**config.mk**
```make
export PLATFORM = sky130hd
export DESIGN_NAME = cpf_core
export DESIGN_NICKNAME = d
export VERILOG_FILES = /design/src/rtl/cpf_pkg.sv /design/src/rtl/cpf_ram.sv /design/src/rtl/cpf_core.sv
export SDC_FILE = /design/constraint.sdc
export NUM_CORES = 2
export LEC_CHECK = 0
export BUFFER_PORTS_ARGS = -buffer_cell sky130_fd_sc_hd__buf_4
export CAP_MARGIN = 10
export CELL_PAD_IN_SITES_DETAIL_PLACEMENT = 1
export CELL_PAD_IN_SITES_GLOBAL_PLACEMENT = 1
export CORE_MARGIN = 4
export CORE_UTILIZATION = 23
export DETAILED_ROUTE_END_ITERATION = 16
export GPL_ROUTABILITY_DRIVEN = 0
export HOLD_SLACK_MARGIN = 0.06
export PLACE_DENSITY_LB_ADDON = 0.1
export SYNTH_ARGS = -nofsm -noshare
export SYNTH_HDL_FRONTEND = slang
export SYNTH_HIERARCHICAL = 1
export SYNTH_SLANG_ARGS = --single-unit
```
**constraint.sdc**
```tcl
create_clock -name core_clk -period 16.2 [get_ports core_clk]
set_input_delay 1.62 -clock core_clk [delete_from_list [all_inputs] [get_ports core_clk]]
set_output_delay 1.62 -clock core_clk [all_outputs]
set_load 0.005 [all_outputs]
```
**src/rtl/cpf_pkg.sv**
```systemverilog
// Shared constants and types of the core sequencer.
package cpf_pkg;
  // ************************************************************
  // Address widths and spaces
  // ************************************************************
  localparam int          PC_W         = 13;
  localparam int          DATA_W       = 8;
  localparam int          RAM_AW       = 8;
  localparam int          RAM_BYTES    = 256;
  localparam int          IN_REG_CNT   = 20;
  localparam int          OUT_REG_CNT  = 6;
  localparam int          CONF_REG_CNT = 21;
  localparam int          PROG_BYTES   = 8192;
  localparam int          FSTK_DEPTH   = 8;
  localparam int          DEPTH_W      = 4;
  localparam int          STK_STEP     = 2;
  localparam logic [12:0] RESET_VECTOR = 13'h0000;
  localparam logic [7:0]  IR_SP_ADDR   = 8'h00;
  // ************************************************************
  // Instruction classes and sub-operations
  // ************************************************************
  localparam int          NBLK         = 5;
  typedef enum logic [2:0] {
    CLS_LOAD = 3'h0, CLS_ARITH = 3'h1, CLS_JUMP = 3'h2, CLS_CTRL = 3'h3, CLS_DP = 3'h4
  } cpf_cls_t;
  typedef enum logic [1:0] {
    OP_JUMP = 2'h0, OP_CALL = 2'h1, OP_RET = 2'h2, OP_INTERRUPT_EXIT = 2'h3
  } cpf_jop_t;
  typedef enum logic [1:0] {
    OP_ADD = 2'h0, OP_SUB = 2'h1, OP_AND = 2'h2, OP_OR = 2'h3
  } cpf_aop_t;
  // ************************************************************
  // Sequencer states
  // ************************************************************
  typedef enum logic [6:0] {
    ST_RUN   = 7'h01, ST_PUSH = 7'h02, ST_POPA = 7'h04, ST_POPB = 7'h08,
    ST_POPC  = 7'h10, ST_ARRD = 7'h20, ST_ARWB = 7'h40
  } cpf_state_t;
  // ************************************************************
  // APB register map
  // ************************************************************
  localparam logic [11:0] REG_CTRL     = 12'h000;
  localparam logic [11:0] REG_STATUS   = 12'h004;
  localparam logic [11:0] REG_STACK    = 12'h008;
  localparam int          CTRL_RUN_BIT = 0;
  localparam logic        CTRL_RUN_RST = 1'b1;
  localparam int          ST_PC_LSB    = 0;
  localparam int          ST_FLG_LSB   = 16;
  localparam int          ST_IRQ_BIT   = 19;
  localparam int          ST_DEP_LSB   = 24;
endpackage : cpf_pkg

```
**src/rtl/cpf_ram.sv**
```systemverilog
// Data RAM with a single port and registered read data.
`timescale 1ns/1ps
`default_nettype none
module cpf_ram #(
  parameter int AW    = 8,
  parameter int DW    = 8,
  parameter int BYTES = 256
) (
  // Clock
  input  wire logic          core_clk,
  // Access port
  input  wire logic [AW-1:0] addr,
  input  wire logic          wrEn,
  input  wire logic [DW-1:0] wrData,
  output logic      [DW-1:0] rdData
);
  logic [DW-1:0] mem [BYTES];

  // No reset on the array: contents are undefined until written
  always_ff @(posedge core_clk)
  begin
    if (wrEn)
    begin
      mem[addr] <= wrData;
    end
    rdData <= mem[addr];
  end
endmodule : cpf_ram
`default_nettype wire

```
**src/rtl/cpf_core.sv**
```systemverilog
// Program counter, banked flags, flag stack, RAM stack and decode arbitration.
//
// Decided for this implementation: the APB slave port and the register addresses.
`timescale 1ns/1ps
`default_nettype none
// What this block does
// - Keeps a 13-bit program counter addressing the next program location.
// - Jump and call targets are absolute 13-bit addresses over 8192 bytes.
// - Next PC is jump target, vector, popped value, reset vector or PC+1.
// - Two flag banks, normal and interrupt, seen as one logical set.
// - After an interrupt is taken, flags use the interrupt bank.
// - Each nesting level's flags are saved on a flag stack when preempted.
// - Interrupt exit restores previous flags; normal flags when leaving to normal.
// - Call and subroutine exit never switch banks or touch normal flags.
// - Banks are never cleared on context switches.
// - Arithmetic sets carry on overflow, clears it otherwise; AND and OR keep it.
// - Arithmetic sets sign on underflow, clears it otherwise; AND and OR keep it.
// - Data RAM of 128 or 256 bytes from address zero, reached by loads.
// - Call or interrupt pushes PC into RAM, two bytes, from top address.
// - A push moves levels deeper and places PC in the first level.
// - A return loads PC from the first level, levels move back up.
// - Separate spaces: RAM, 20 input, 6 output, 21 config registers, program.
// - Decoding splits into load, arithmetic, jump, control and decision blocks.
// - An arbiter activates exactly one block per fetched instruction.
// - Arithmetic operates directly on any RAM address.
// - General reset reinitialises registers and restarts at the reset vector.
// - Input register zero reads the current stack pointer.
module cpf_core
  import cpf_pkg::*;
#(
  parameter int RAM_SIZE = cpf_pkg::RAM_BYTES
) (
  // Clock and reset
  input  wire logic                    core_clk,
  input  wire logic                    rst_b,
  // APB slave
  input  wire logic                    psel,
  input  wire logic                    penable,
  input  wire logic                    pwrite,
  input  wire logic [11:0]             paddr,
  input  wire logic [31:0]             pwdata,
  output logic      [31:0]             prdata,
  output logic                         pready,
  output logic                         pslverr,
  // Fetched instruction
  input  wire logic                    instrValid,
  input  wire cpf_pkg::cpf_cls_t       instrClass,
  input  wire logic [1:0]              instrOp,
  input  wire logic [cpf_pkg::PC_W-1:0] instrTarget,
  input  wire logic [7:0]              instrRamAddr,
  input  wire logic [7:0]              instrData,
  output logic                         instrReady,
  // Interrupt request
  input  wire logic                    irqReq,
  input  wire logic [cpf_pkg::PC_W-1:0] irqVector,
  output logic                         irqAck,
  // Input register read port
  input  wire logic [7:0]              inRegAddr,
  input  wire logic [7:0]              inRegExt,
  output logic      [7:0]              inRegData,
  // Sequencer state
  output logic      [cpf_pkg::PC_W-1:0] programCounter,
  output logic      [2:0]              flagsCZS,
  output logic                         irqMode,
  output logic      [cpf_pkg::NBLK-1:0] blkSel
);
  import cpf_pkg::*;

  localparam logic [7:0] SP_TOP = 8'(RAM_SIZE - 1);

  // ************************************************************
  // State
  // ************************************************************
  typedef struct packed {
    cpf_state_t                       st;
    logic [PC_W-1:0]                  pc;
    logic [7:0]                       sp;
    logic [2:0]                       normFlg;
    logic [2:0]                       irqFlg;
    logic [DEPTH_W-1:0]               depth;
    logic [FSTK_DEPTH-1:0][2:0]       flagStk;
    logic                             popIsReti;
    logic [4:0]                       popHi;
    logic [7:0]                       opAddr;
    logic [7:0]                       opData;
    logic [1:0]                       opSub;
    logic                             runEn;
    logic [31:0]                      rdData;
    logic                             slvErr;
    logic [NBLK-1:0]                  blk;
    logic [7:0]                       inReg;
    logic                             ack;
  } cpf_core_t;

  cpf_core_t cur_ff;
  cpf_core_t nxt_ff;

  logic [7:0] ramAddr;
  logic       ramWe;
  logic [7:0] ramWData;
  logic [7:0] ramRData;

  cpf_ram #(
    .AW    (RAM_AW),
    .DW    (DATA_W),
    .BYTES (RAM_SIZE)
  ) uRam (
    .core_clk (core_clk),
    .addr     (ramAddr),
    .wrEn     (ramWe),
    .wrData   (ramWData),
    .rdData   (ramRData)
  );

  // ************************************************************
  // Next-state logic
  // ************************************************************
  logic [8:0]  aluSum;
  logic [8:0]  aluDif;
  logic [7:0]  aluRes;
  logic [2:0]  aluFlg;
  logic [2:0]  actFlg;
  logic        canRun;
  logic        apbSetup;
  logic [31:0] statusWord;

  always_comb
  begin
    nxt_ff   = cur_ff;
    ramAddr  = cur_ff.sp;
    ramWe    = 1'b0;
    ramWData = 8'h00;
    nxt_ff.ack = 1'b0;
    canRun   = (cur_ff.st == ST_RUN) && cur_ff.runEn;
    actFlg   = (cur_ff.depth != '0) ? cur_ff.irqFlg : cur_ff.normFlg;
    // ALU on a RAM operand; flags are {carry, zero, sign}
    aluSum   = {1'b0, ramRData} + {1'b0, cur_ff.opData};
    aluDif   = {1'b0, ramRData} - {1'b0, cur_ff.opData};
    aluRes   = 8'h00;
    aluFlg   = actFlg;
    case (cur_ff.opSub)
      OP_ADD:
      begin
        aluRes = aluSum[7:0];
        aluFlg = {aluSum[8], aluSum[7:0] == 8'h00, 1'b0};
      end
      OP_SUB:
      begin
        aluRes = aluDif[7:0];
        aluFlg = {1'b0, aluDif[7:0] == 8'h00, aluDif[8]};
      end
      OP_AND:
      begin
        aluRes = ramRData & cur_ff.opData;
        aluFlg = {actFlg[2], aluRes == 8'h00, actFlg[0]};
      end
      default:
      begin
        aluRes = ramRData | cur_ff.opData;
        aluFlg = {actFlg[2], aluRes == 8'h00, actFlg[0]};
      end
    endcase

    case (cur_ff.st)
      ST_RUN:
      begin
        nxt_ff.blk = '0;
        if (cur_ff.runEn && irqReq)
        begin
          // Interrupt wins over a waiting instruction; PC is pushed first
          nxt_ff.ack = 1'b1;
          ramWe      = 1'b1;
          ramWData   = cur_ff.pc[7:0];
          if (cur_ff.depth != '0)
          begin
            nxt_ff.flagStk[cur_ff.depth - DEPTH_W'(1)] = cur_ff.irqFlg;
          end
          nxt_ff.depth = cur_ff.depth + DEPTH_W'(1);
          nxt_ff.popHi = cur_ff.pc[12:8];
          nxt_ff.pc    = irqVector;
          nxt_ff.st    = ST_PUSH;
        end
        else if (canRun && instrValid)
        begin
          nxt_ff.pc = cur_ff.pc + PC_W'(1);
          nxt_ff.blk[instrClass] = 1'b1;
          case (instrClass)
            CLS_LOAD:
            begin
              ramAddr  = instrRamAddr;
              ramWe    = 1'b1;
              ramWData = instrData;
            end
            CLS_ARITH:
            begin
              ramAddr       = instrRamAddr;
              nxt_ff.opAddr = instrRamAddr;
              nxt_ff.opData = instrData;
              nxt_ff.opSub  = instrOp;
              nxt_ff.st     = ST_ARRD;
            end
            CLS_JUMP:
            begin
              case (instrOp)
                OP_JUMP:
                begin
                  nxt_ff.pc = instrTarget;
                end
                OP_CALL:
                begin
                  // Return address is the location after the call; flags untouched
                  ramWe        = 1'b1;
                  ramWData     = nxt_ff.pc[7:0];
                  nxt_ff.popHi = nxt_ff.pc[12:8];
                  nxt_ff.pc    = instrTarget;
                  nxt_ff.st    = ST_PUSH;
                end
                default:
                begin
                  nxt_ff.popIsReti = (instrOp == OP_INTERRUPT_EXIT);
                  nxt_ff.st        = ST_POPA;
                end
              endcase
            end
            default:
            begin
              nxt_ff.st = ST_RUN;
            end
          endcase
        end
      end
      ST_PUSH:
      begin
        ramAddr   = cur_ff.sp - 8'h01;
        ramWe     = 1'b1;
        ramWData  = {3'h0, cur_ff.popHi};
        nxt_ff.sp = cur_ff.sp - 8'(STK_STEP);
        nxt_ff.st = ST_RUN;
      end
      ST_POPA:
      begin
        ramAddr   = cur_ff.sp + 8'h01;
        nxt_ff.st = ST_POPB;
      end
      ST_POPB:
      begin
        ramAddr      = cur_ff.sp + 8'(STK_STEP);
        nxt_ff.popHi = ramRData[4:0];
        nxt_ff.st    = ST_POPC;
      end
      ST_POPC:
      begin
        nxt_ff.pc = {cur_ff.popHi, ramRData};
        nxt_ff.sp = cur_ff.sp + 8'(STK_STEP);
        if (cur_ff.popIsReti && (cur_ff.depth != '0))
        begin
          nxt_ff.depth = cur_ff.depth - DEPTH_W'(1);
          if (cur_ff.depth > DEPTH_W'(1))
          begin
            nxt_ff.irqFlg = cur_ff.flagStk[cur_ff.depth - DEPTH_W'(2)];
          end
        end
        nxt_ff.popIsReti = 1'b0;
        nxt_ff.st        = ST_RUN;
      end
      ST_ARRD:
      begin
        ramAddr   = cur_ff.opAddr;
        nxt_ff.st = ST_ARWB;
      end
      ST_ARWB:
      begin
        ramAddr  = cur_ff.opAddr;
        ramWe    = 1'b1;
        ramWData = aluRes;
        if (cur_ff.depth != '0)
        begin
          nxt_ff.irqFlg = aluFlg;
        end
        else
        begin
          nxt_ff.normFlg = aluFlg;
        end
        nxt_ff.st = ST_RUN;
      end
      default:
      begin
        nxt_ff.st = ST_RUN;
      end
    endcase

    // Input register space: index zero is the stack pointer
    if (inRegAddr == IR_SP_ADDR)
    begin
      nxt_ff.inReg = cur_ff.sp;
    end
    else if (inRegAddr < 8'(IN_REG_CNT))
    begin
      nxt_ff.inReg = inRegExt;
    end
    else
    begin
      nxt_ff.inReg = 8'h00;
    end

    // APB: data latched in the setup cycle, answered in the access cycle
    statusWord = 32'h0;
    statusWord[ST_PC_LSB +: PC_W]     = cur_ff.pc;
    statusWord[ST_FLG_LSB +: 3]       = actFlg;
    statusWord[ST_IRQ_BIT]            = (cur_ff.depth != '0);
    statusWord[ST_DEP_LSB +: DEPTH_W] = cur_ff.depth;
    apbSetup = psel && !penable;
    if (apbSetup)
    begin
      nxt_ff.slvErr = 1'b0;
      nxt_ff.rdData = 32'h0;
      case (paddr)
        REG_CTRL:
        begin
          nxt_ff.rdData[CTRL_RUN_BIT] = cur_ff.runEn;
        end
        REG_STATUS:
        begin
          nxt_ff.rdData = statusWord;
        end
        REG_STACK:
        begin
          nxt_ff.rdData[7:0] = cur_ff.sp;
        end
        default:
        begin
          nxt_ff.slvErr = 1'b1;
        end
      endcase
    end
    if (psel && penable && pwrite && (paddr == REG_CTRL))
    begin
      nxt_ff.runEn = pwdata[CTRL_RUN_BIT];
    end
  end

  // ************************************************************
  // Registers
  // ************************************************************
  always_ff @(posedge core_clk or negedge rst_b)
  begin
    if (!rst_b)
    begin
      cur_ff       <= '0;
      cur_ff.st    <= ST_RUN;
      cur_ff.pc    <= RESET_VECTOR;
      cur_ff.sp    <= SP_TOP;
      cur_ff.runEn <= CTRL_RUN_RST;
    end
    else
    begin
      cur_ff <= nxt_ff;
    end
  end

  // ************************************************************
  // Outputs
  // ************************************************************
  assign prdata         = cur_ff.rdData;
  assign pready         = 1'b1;
  assign pslverr        = psel && penable && cur_ff.slvErr;
  assign instrReady     = (cur_ff.st == ST_RUN) && cur_ff.runEn && !irqReq;
  assign irqAck         = cur_ff.ack;
  assign inRegData      = cur_ff.inReg;
  assign programCounter = cur_ff.pc;
  assign flagsCZS       = (cur_ff.depth != '0) ? cur_ff.irqFlg : cur_ff.normFlg;
  assign irqMode        = (cur_ff.depth != '0);
  assign blkSel         = cur_ff.blk;

  // ************************************************************
  // Checks
  // ************************************************************
  pc_incr_a: assert property (@(posedge core_clk) disable iff (!rst_b)
    (canRun && instrValid && !irqReq && instrClass == CLS_LOAD) |=> programCounter == $past(cur_ff.pc) + PC_W'(1))
    else $error("pc not incremented");
  jump_tgt_a: assert property (@(posedge core_clk) disable iff (!rst_b)
    (instrReady && instrValid && instrClass == CLS_JUMP && instrOp == OP_JUMP) |=> programCounter == $past(instrTarget))
    else $error("jump target not loaded");
  one_blk_a: assert property (@(posedge core_clk) disable iff (!rst_b)
    $onehot0(blkSel) and ((instrReady && instrValid) |=> $onehot(blkSel)))
    else $error("arbiter selected wrong block count");
  irq_mode_a: assert property (@(posedge core_clk) disable iff (!rst_b)
    irqAck |-> irqMode && cur_ff.depth == $past(cur_ff.depth) + DEPTH_W'(1))
    else $error("irq mode not entered");
  push_sp_a: assert property (@(posedge core_clk) disable iff (!rst_b)
    (cur_ff.st == ST_PUSH) |=> cur_ff.sp == $past(cur_ff.sp) - 8'(STK_STEP))
    else $error("stack pointer push step wrong");
  call_flag_a: assert property (@(posedge core_clk) disable iff (!rst_b)
    (instrReady && instrValid && instrClass == CLS_JUMP && instrOp != OP_INTERRUPT_EXIT && instrOp != OP_JUMP)
    |=> ##3 cur_ff.normFlg == $past(cur_ff.normFlg, 4) && cur_ff.depth == $past(cur_ff.depth, 4))
    else $error("call or return touched flags");
  ret_pc_a: assert property (@(posedge core_clk) disable iff (!rst_b)
    (cur_ff.st == ST_POPC) |=> programCounter == {$past(cur_ff.popHi), $past(ramRData)}
      && cur_ff.sp == $past(cur_ff.sp) + 8'(STK_STEP))
    else $error("return did not pop pc");
  interrupt_exit_lvl_a: assert property (@(posedge core_clk) disable iff (!rst_b)
    (cur_ff.st == ST_POPC && cur_ff.popIsReti && cur_ff.depth == DEPTH_W'(1)) |=> !irqMode)
    else $error("normal flags not restored");
  carry_set_a: assert property (@(posedge core_clk) disable iff (!rst_b)
    (cur_ff.st == ST_ARWB && cur_ff.opSub == OP_ADD) |=> flagsCZS[2] == $past(aluSum[8]))
    else $error("carry flag wrong");
  sp_read_a: assert property (@(posedge core_clk) disable iff (!rst_b)
    (rst_b && inRegAddr == IR_SP_ADDR) |=> inRegData == $past(cur_ff.sp))
    else $error("input register zero is not stack pointer");
endmodule : cpf_core
`default_nettype wire

```
==> flow_metrics.py <==
metrics = {
    "power_and_ir_drop": {
        "powerDensity_nw_per_um2": 117,
        "sw_frac_of_total": 0.207,
        "vdd_drop_max_uv": 68.2,
        "clockPowerShare": 0.482,
        "p_int_uw": 9510,
        "p_switching_uw": 2480,
        "power_frac_comb": 0.012,
        "p_seq_frac": 0.506,
        "leakage_uw": 0.0331,
    },
    "clock_tree": {
        "h-tree-depth": 5,
        "clk_latency_ps": 880,
        "cts-root-buf": "clkbuf_16",
        "clockBufferDepth": 4,
        "clock_sinks": 2178,
        "postCtsSetupRepairBufs": 0,
        "cts_hold_buf": 0,
        "cts_buffers": 269,
        "path_clk_slew_ps": 60,
        "tritoncts": "done",
        "cts_resized": 0,
    },
    "min_path": {
        "hold_path_class": "reg2reg",
        "hold_start": "blkSel[1]",
    },
    "sta": {
        "rsz0062_at_grt": "false",
        "setup_violations": 0,
        "drv_slew": 0,
        "fmax_ghz": 0.126,
        "fin_tns_setup_ps": 0,
        "period_minus_slack_ps": 7960,
        "fin_skew_ps": 56.9,
        "tightest_slew_ps": 1330,
        "relSlewSlack": 0.114,
        "min_period_over_period": 0.491,
        "hold_viol_final": 0,
        "layout_setup_ws_ps": 8240,
    },
    "routing": {
        "first_iter_violations": 3338,
        "vias": 44400,
        "detail-route-antenna-nets": 0,
        "wirelength_um": 278000,
        "vias_per_cell": 4.48,
        "dr.pass1.iters": 5,
        "routedWlPerCell_um": 28.0,
        "drc": 0,
    },
    "floorplanning": {
        "coreArea_um2": 376000,
        "fp-row-count": 225,
        "dieArea_um2": 388000,
        "start_util": 0.231,
        "fp.dieH_um": 623,
        "die_x_um": 623,
        "pin_count": 180,
    },
    "setup_path": {
        "r2r-start": "cur_ff[128]",
        "crit_slowest_cell": "o41ai_2",
        "cpPeakStageDelay_ps": 970,
        "cp.arrival_ps": 8600,
        "path_class": "reg2reg",
        "worstPathMaxFanout": 61,
        "crit_required_ps": 16850,
        "crit_chain": "nor4_2 -> nand2b_1 -> a21oi_1 -> a21oi_1 -> o311ai_2 -> buf_4 -> buf_12 -> buf_4 -> buf_4 -> mux4_2 -> a22oi_1 -> a21oi_1 -> o41ai_2 -> nand4_1",
        "end_kind": "flip-flop",
        "crit_path_start": "cur_ff[128]",
        "start_kind": "flip-flop",
    },
    "grt": {
        "grt.overflow.total": 0,
        "grt_util_all_layers": 0.140,
        "antenna_found_initial": 22,
        "grt_pass1_vias": 48000,
        "grt_max_degree": 182,
        "grt_first_pass_wirelength_um": 391000,
    },
    "synthesis": {
        "yosysTopAreaCell": "edfxtp_1",
        "synth-edff-count": 2048,
        "synth_area_leaders": "edfxtp_1 71%, mux4_2 13%, dfrtp_1 3.2%",
        "syn_avg_cell_area_um2": 19.3,
        "ys_ff_latch": 2178,
        "ys_types": 86,
        "ys.flop_type": "edfxtp_1",
        "syn_inst": 4502,
        "ys_warn_count": 6,
        "ys_seq_area_frac": 0.744,
        "yosys.area.top_type_share": 0.707,
        "netlist_area_um2": 87000,
        "async_flop_share": 0.0560,
    },
    "layout": {
        "area_growth_pct": 17.6,
        "drive_gt1_frac": 0.256,
        "layout_commonest_cell": "edfxtp_1",
        "nets": 4852,
        "layout.cells.most_common_list": "2048 x edfxtp_1, 519 x mux4_2, 296 x nor2_1",
        "fillCellCount": 38900,
    },
    "outcome": {
        "outcome": "completed",
    },
    "placed_design": {
        "dpl.hpwl_um": 167000,
        "pre_cts_ws_ps": 7630,
        "io_buffers": 136,
    },
    "flow_run": {
        "cap_violations": 0,
    },
}
critical path, delay by kind of cell (launching register included):
| kind | cells | cell delay [ps] |
|---|---|---|
| AO/OA/AOI/OAI | 6 | 2750 |
| buffers and inverters | 4 | 2550 |
| AND/OR/NAND/NOR | 3 | 1260 |
| multiplexers | 1 | 590 |
| flip-flops | 1 | 420 |
synth_stat cells, types with 17 or more instances:
cell type / number
edfxtp_1: 2048
mux4_2: 519
nor2_1: 298
a22oi_1: 268
clkbuf_1: 177
a21oi_1: 174
nand2_1: 135
dfrtp_1: 113
buf_4: 77
buf_2: 56
nor3_1: 54
o21ai_0: 53
nand3_1: 52
inv_1: 35
o41ai_1: 34
ha_1: 33
mux2_2: 28
buf_1: 22
buf_6: 17
final cells by class:
cell class / instances / area, µm² / share of cell area
Sequential cell: 2178 / 64700 / 0.633
Multi-Input combinational cell: 1949 / 20800 / 0.203
Clock buffer: 346 / 7280 / 0.0712
Tap cell: 4994 / 6250 / 0.0611
Timing Repair Buffer: 269 / 2140 / 0.0209
Clock inverter: 124 / 1010 / 0.00987
Inverter: 36 / 135 / 0.00132
Antenna cell: 6 / 15.0 / 0.000147
cell families after synthesis:
kind of cell,Yosys count,share of synthesized area
XOR/XNOR,28,0.00282
flip-flops,2178,0.744
buffers and inverters,385,0.0222
multiplexers,566,0.140
adder cells (fa/ha/maj),35,0.00520
other,2,0.0000863
AO/OA/AOI/OAI,655,0.0517
AND/OR/NAND/NOR,653,0.0341
power groups by stage:
| stage | clock (µW) | combinational (µW) | sequential [µW] |
|---|---|---|---|
| finish | 5780 | 146 | 6070 |
| global route | 6230 | 161 | 6070 |
| CTS | 6000 | 154 | 6070 |
| detailed placement | 0 | 154 | 6190 |
| global placement | 0 | 155 | 6190 |
| floorplan | 0 | 104 | 6190 |
routing by layer:
metal  wire length (µm)  global-route usage  part of all wire
met5                 13                   0          0.000047
met4               7510              0.0393             0.027
met3              12800              0.0225             0.046
met2             129000               0.223              0.46
met1             128000               0.197              0.46
per-stage QoR:
step	hold slack, ps	total power (µW)	util	instance area [µm²]	std cells
6_report	479	12000	0.272	102000	9902
5_1_grt	511	12500	0.272	102000	9897
4_1_cts	485	12200	0.272	102000	9896
3_5_place_dp	469	6340	0.250	94000	9426
3_3_place_gp	469	6340	0.250	94000	9426
2_1_floorplan	443	6290	-	87100	4512
flip-flops by register name, indices dropped and copies added (netlist names), named ones only:
signal and cells:
inRegData 8, uRam/rdData 8, uRam/mem 2048, programCounter 13, blkSel 5, cur_ff 50
prdata 21, irqAck 1
final timing paths:
kind / slack, ps / to / depth (start not counted)
max: 8240 / uRam/rdData[1] / 14
min: 480 / blkSel[1] / 2
max reg2reg: 8240 / uRam/rdData[1] / 14
min reg2reg: 480 / blkSel[1] / 2
max in group asynchronous: 14010 / async pin / 2
min in group asynchronous: 770 / inRegData[7] / 1
Note: power is estimated with default switching activity, not from simulation.
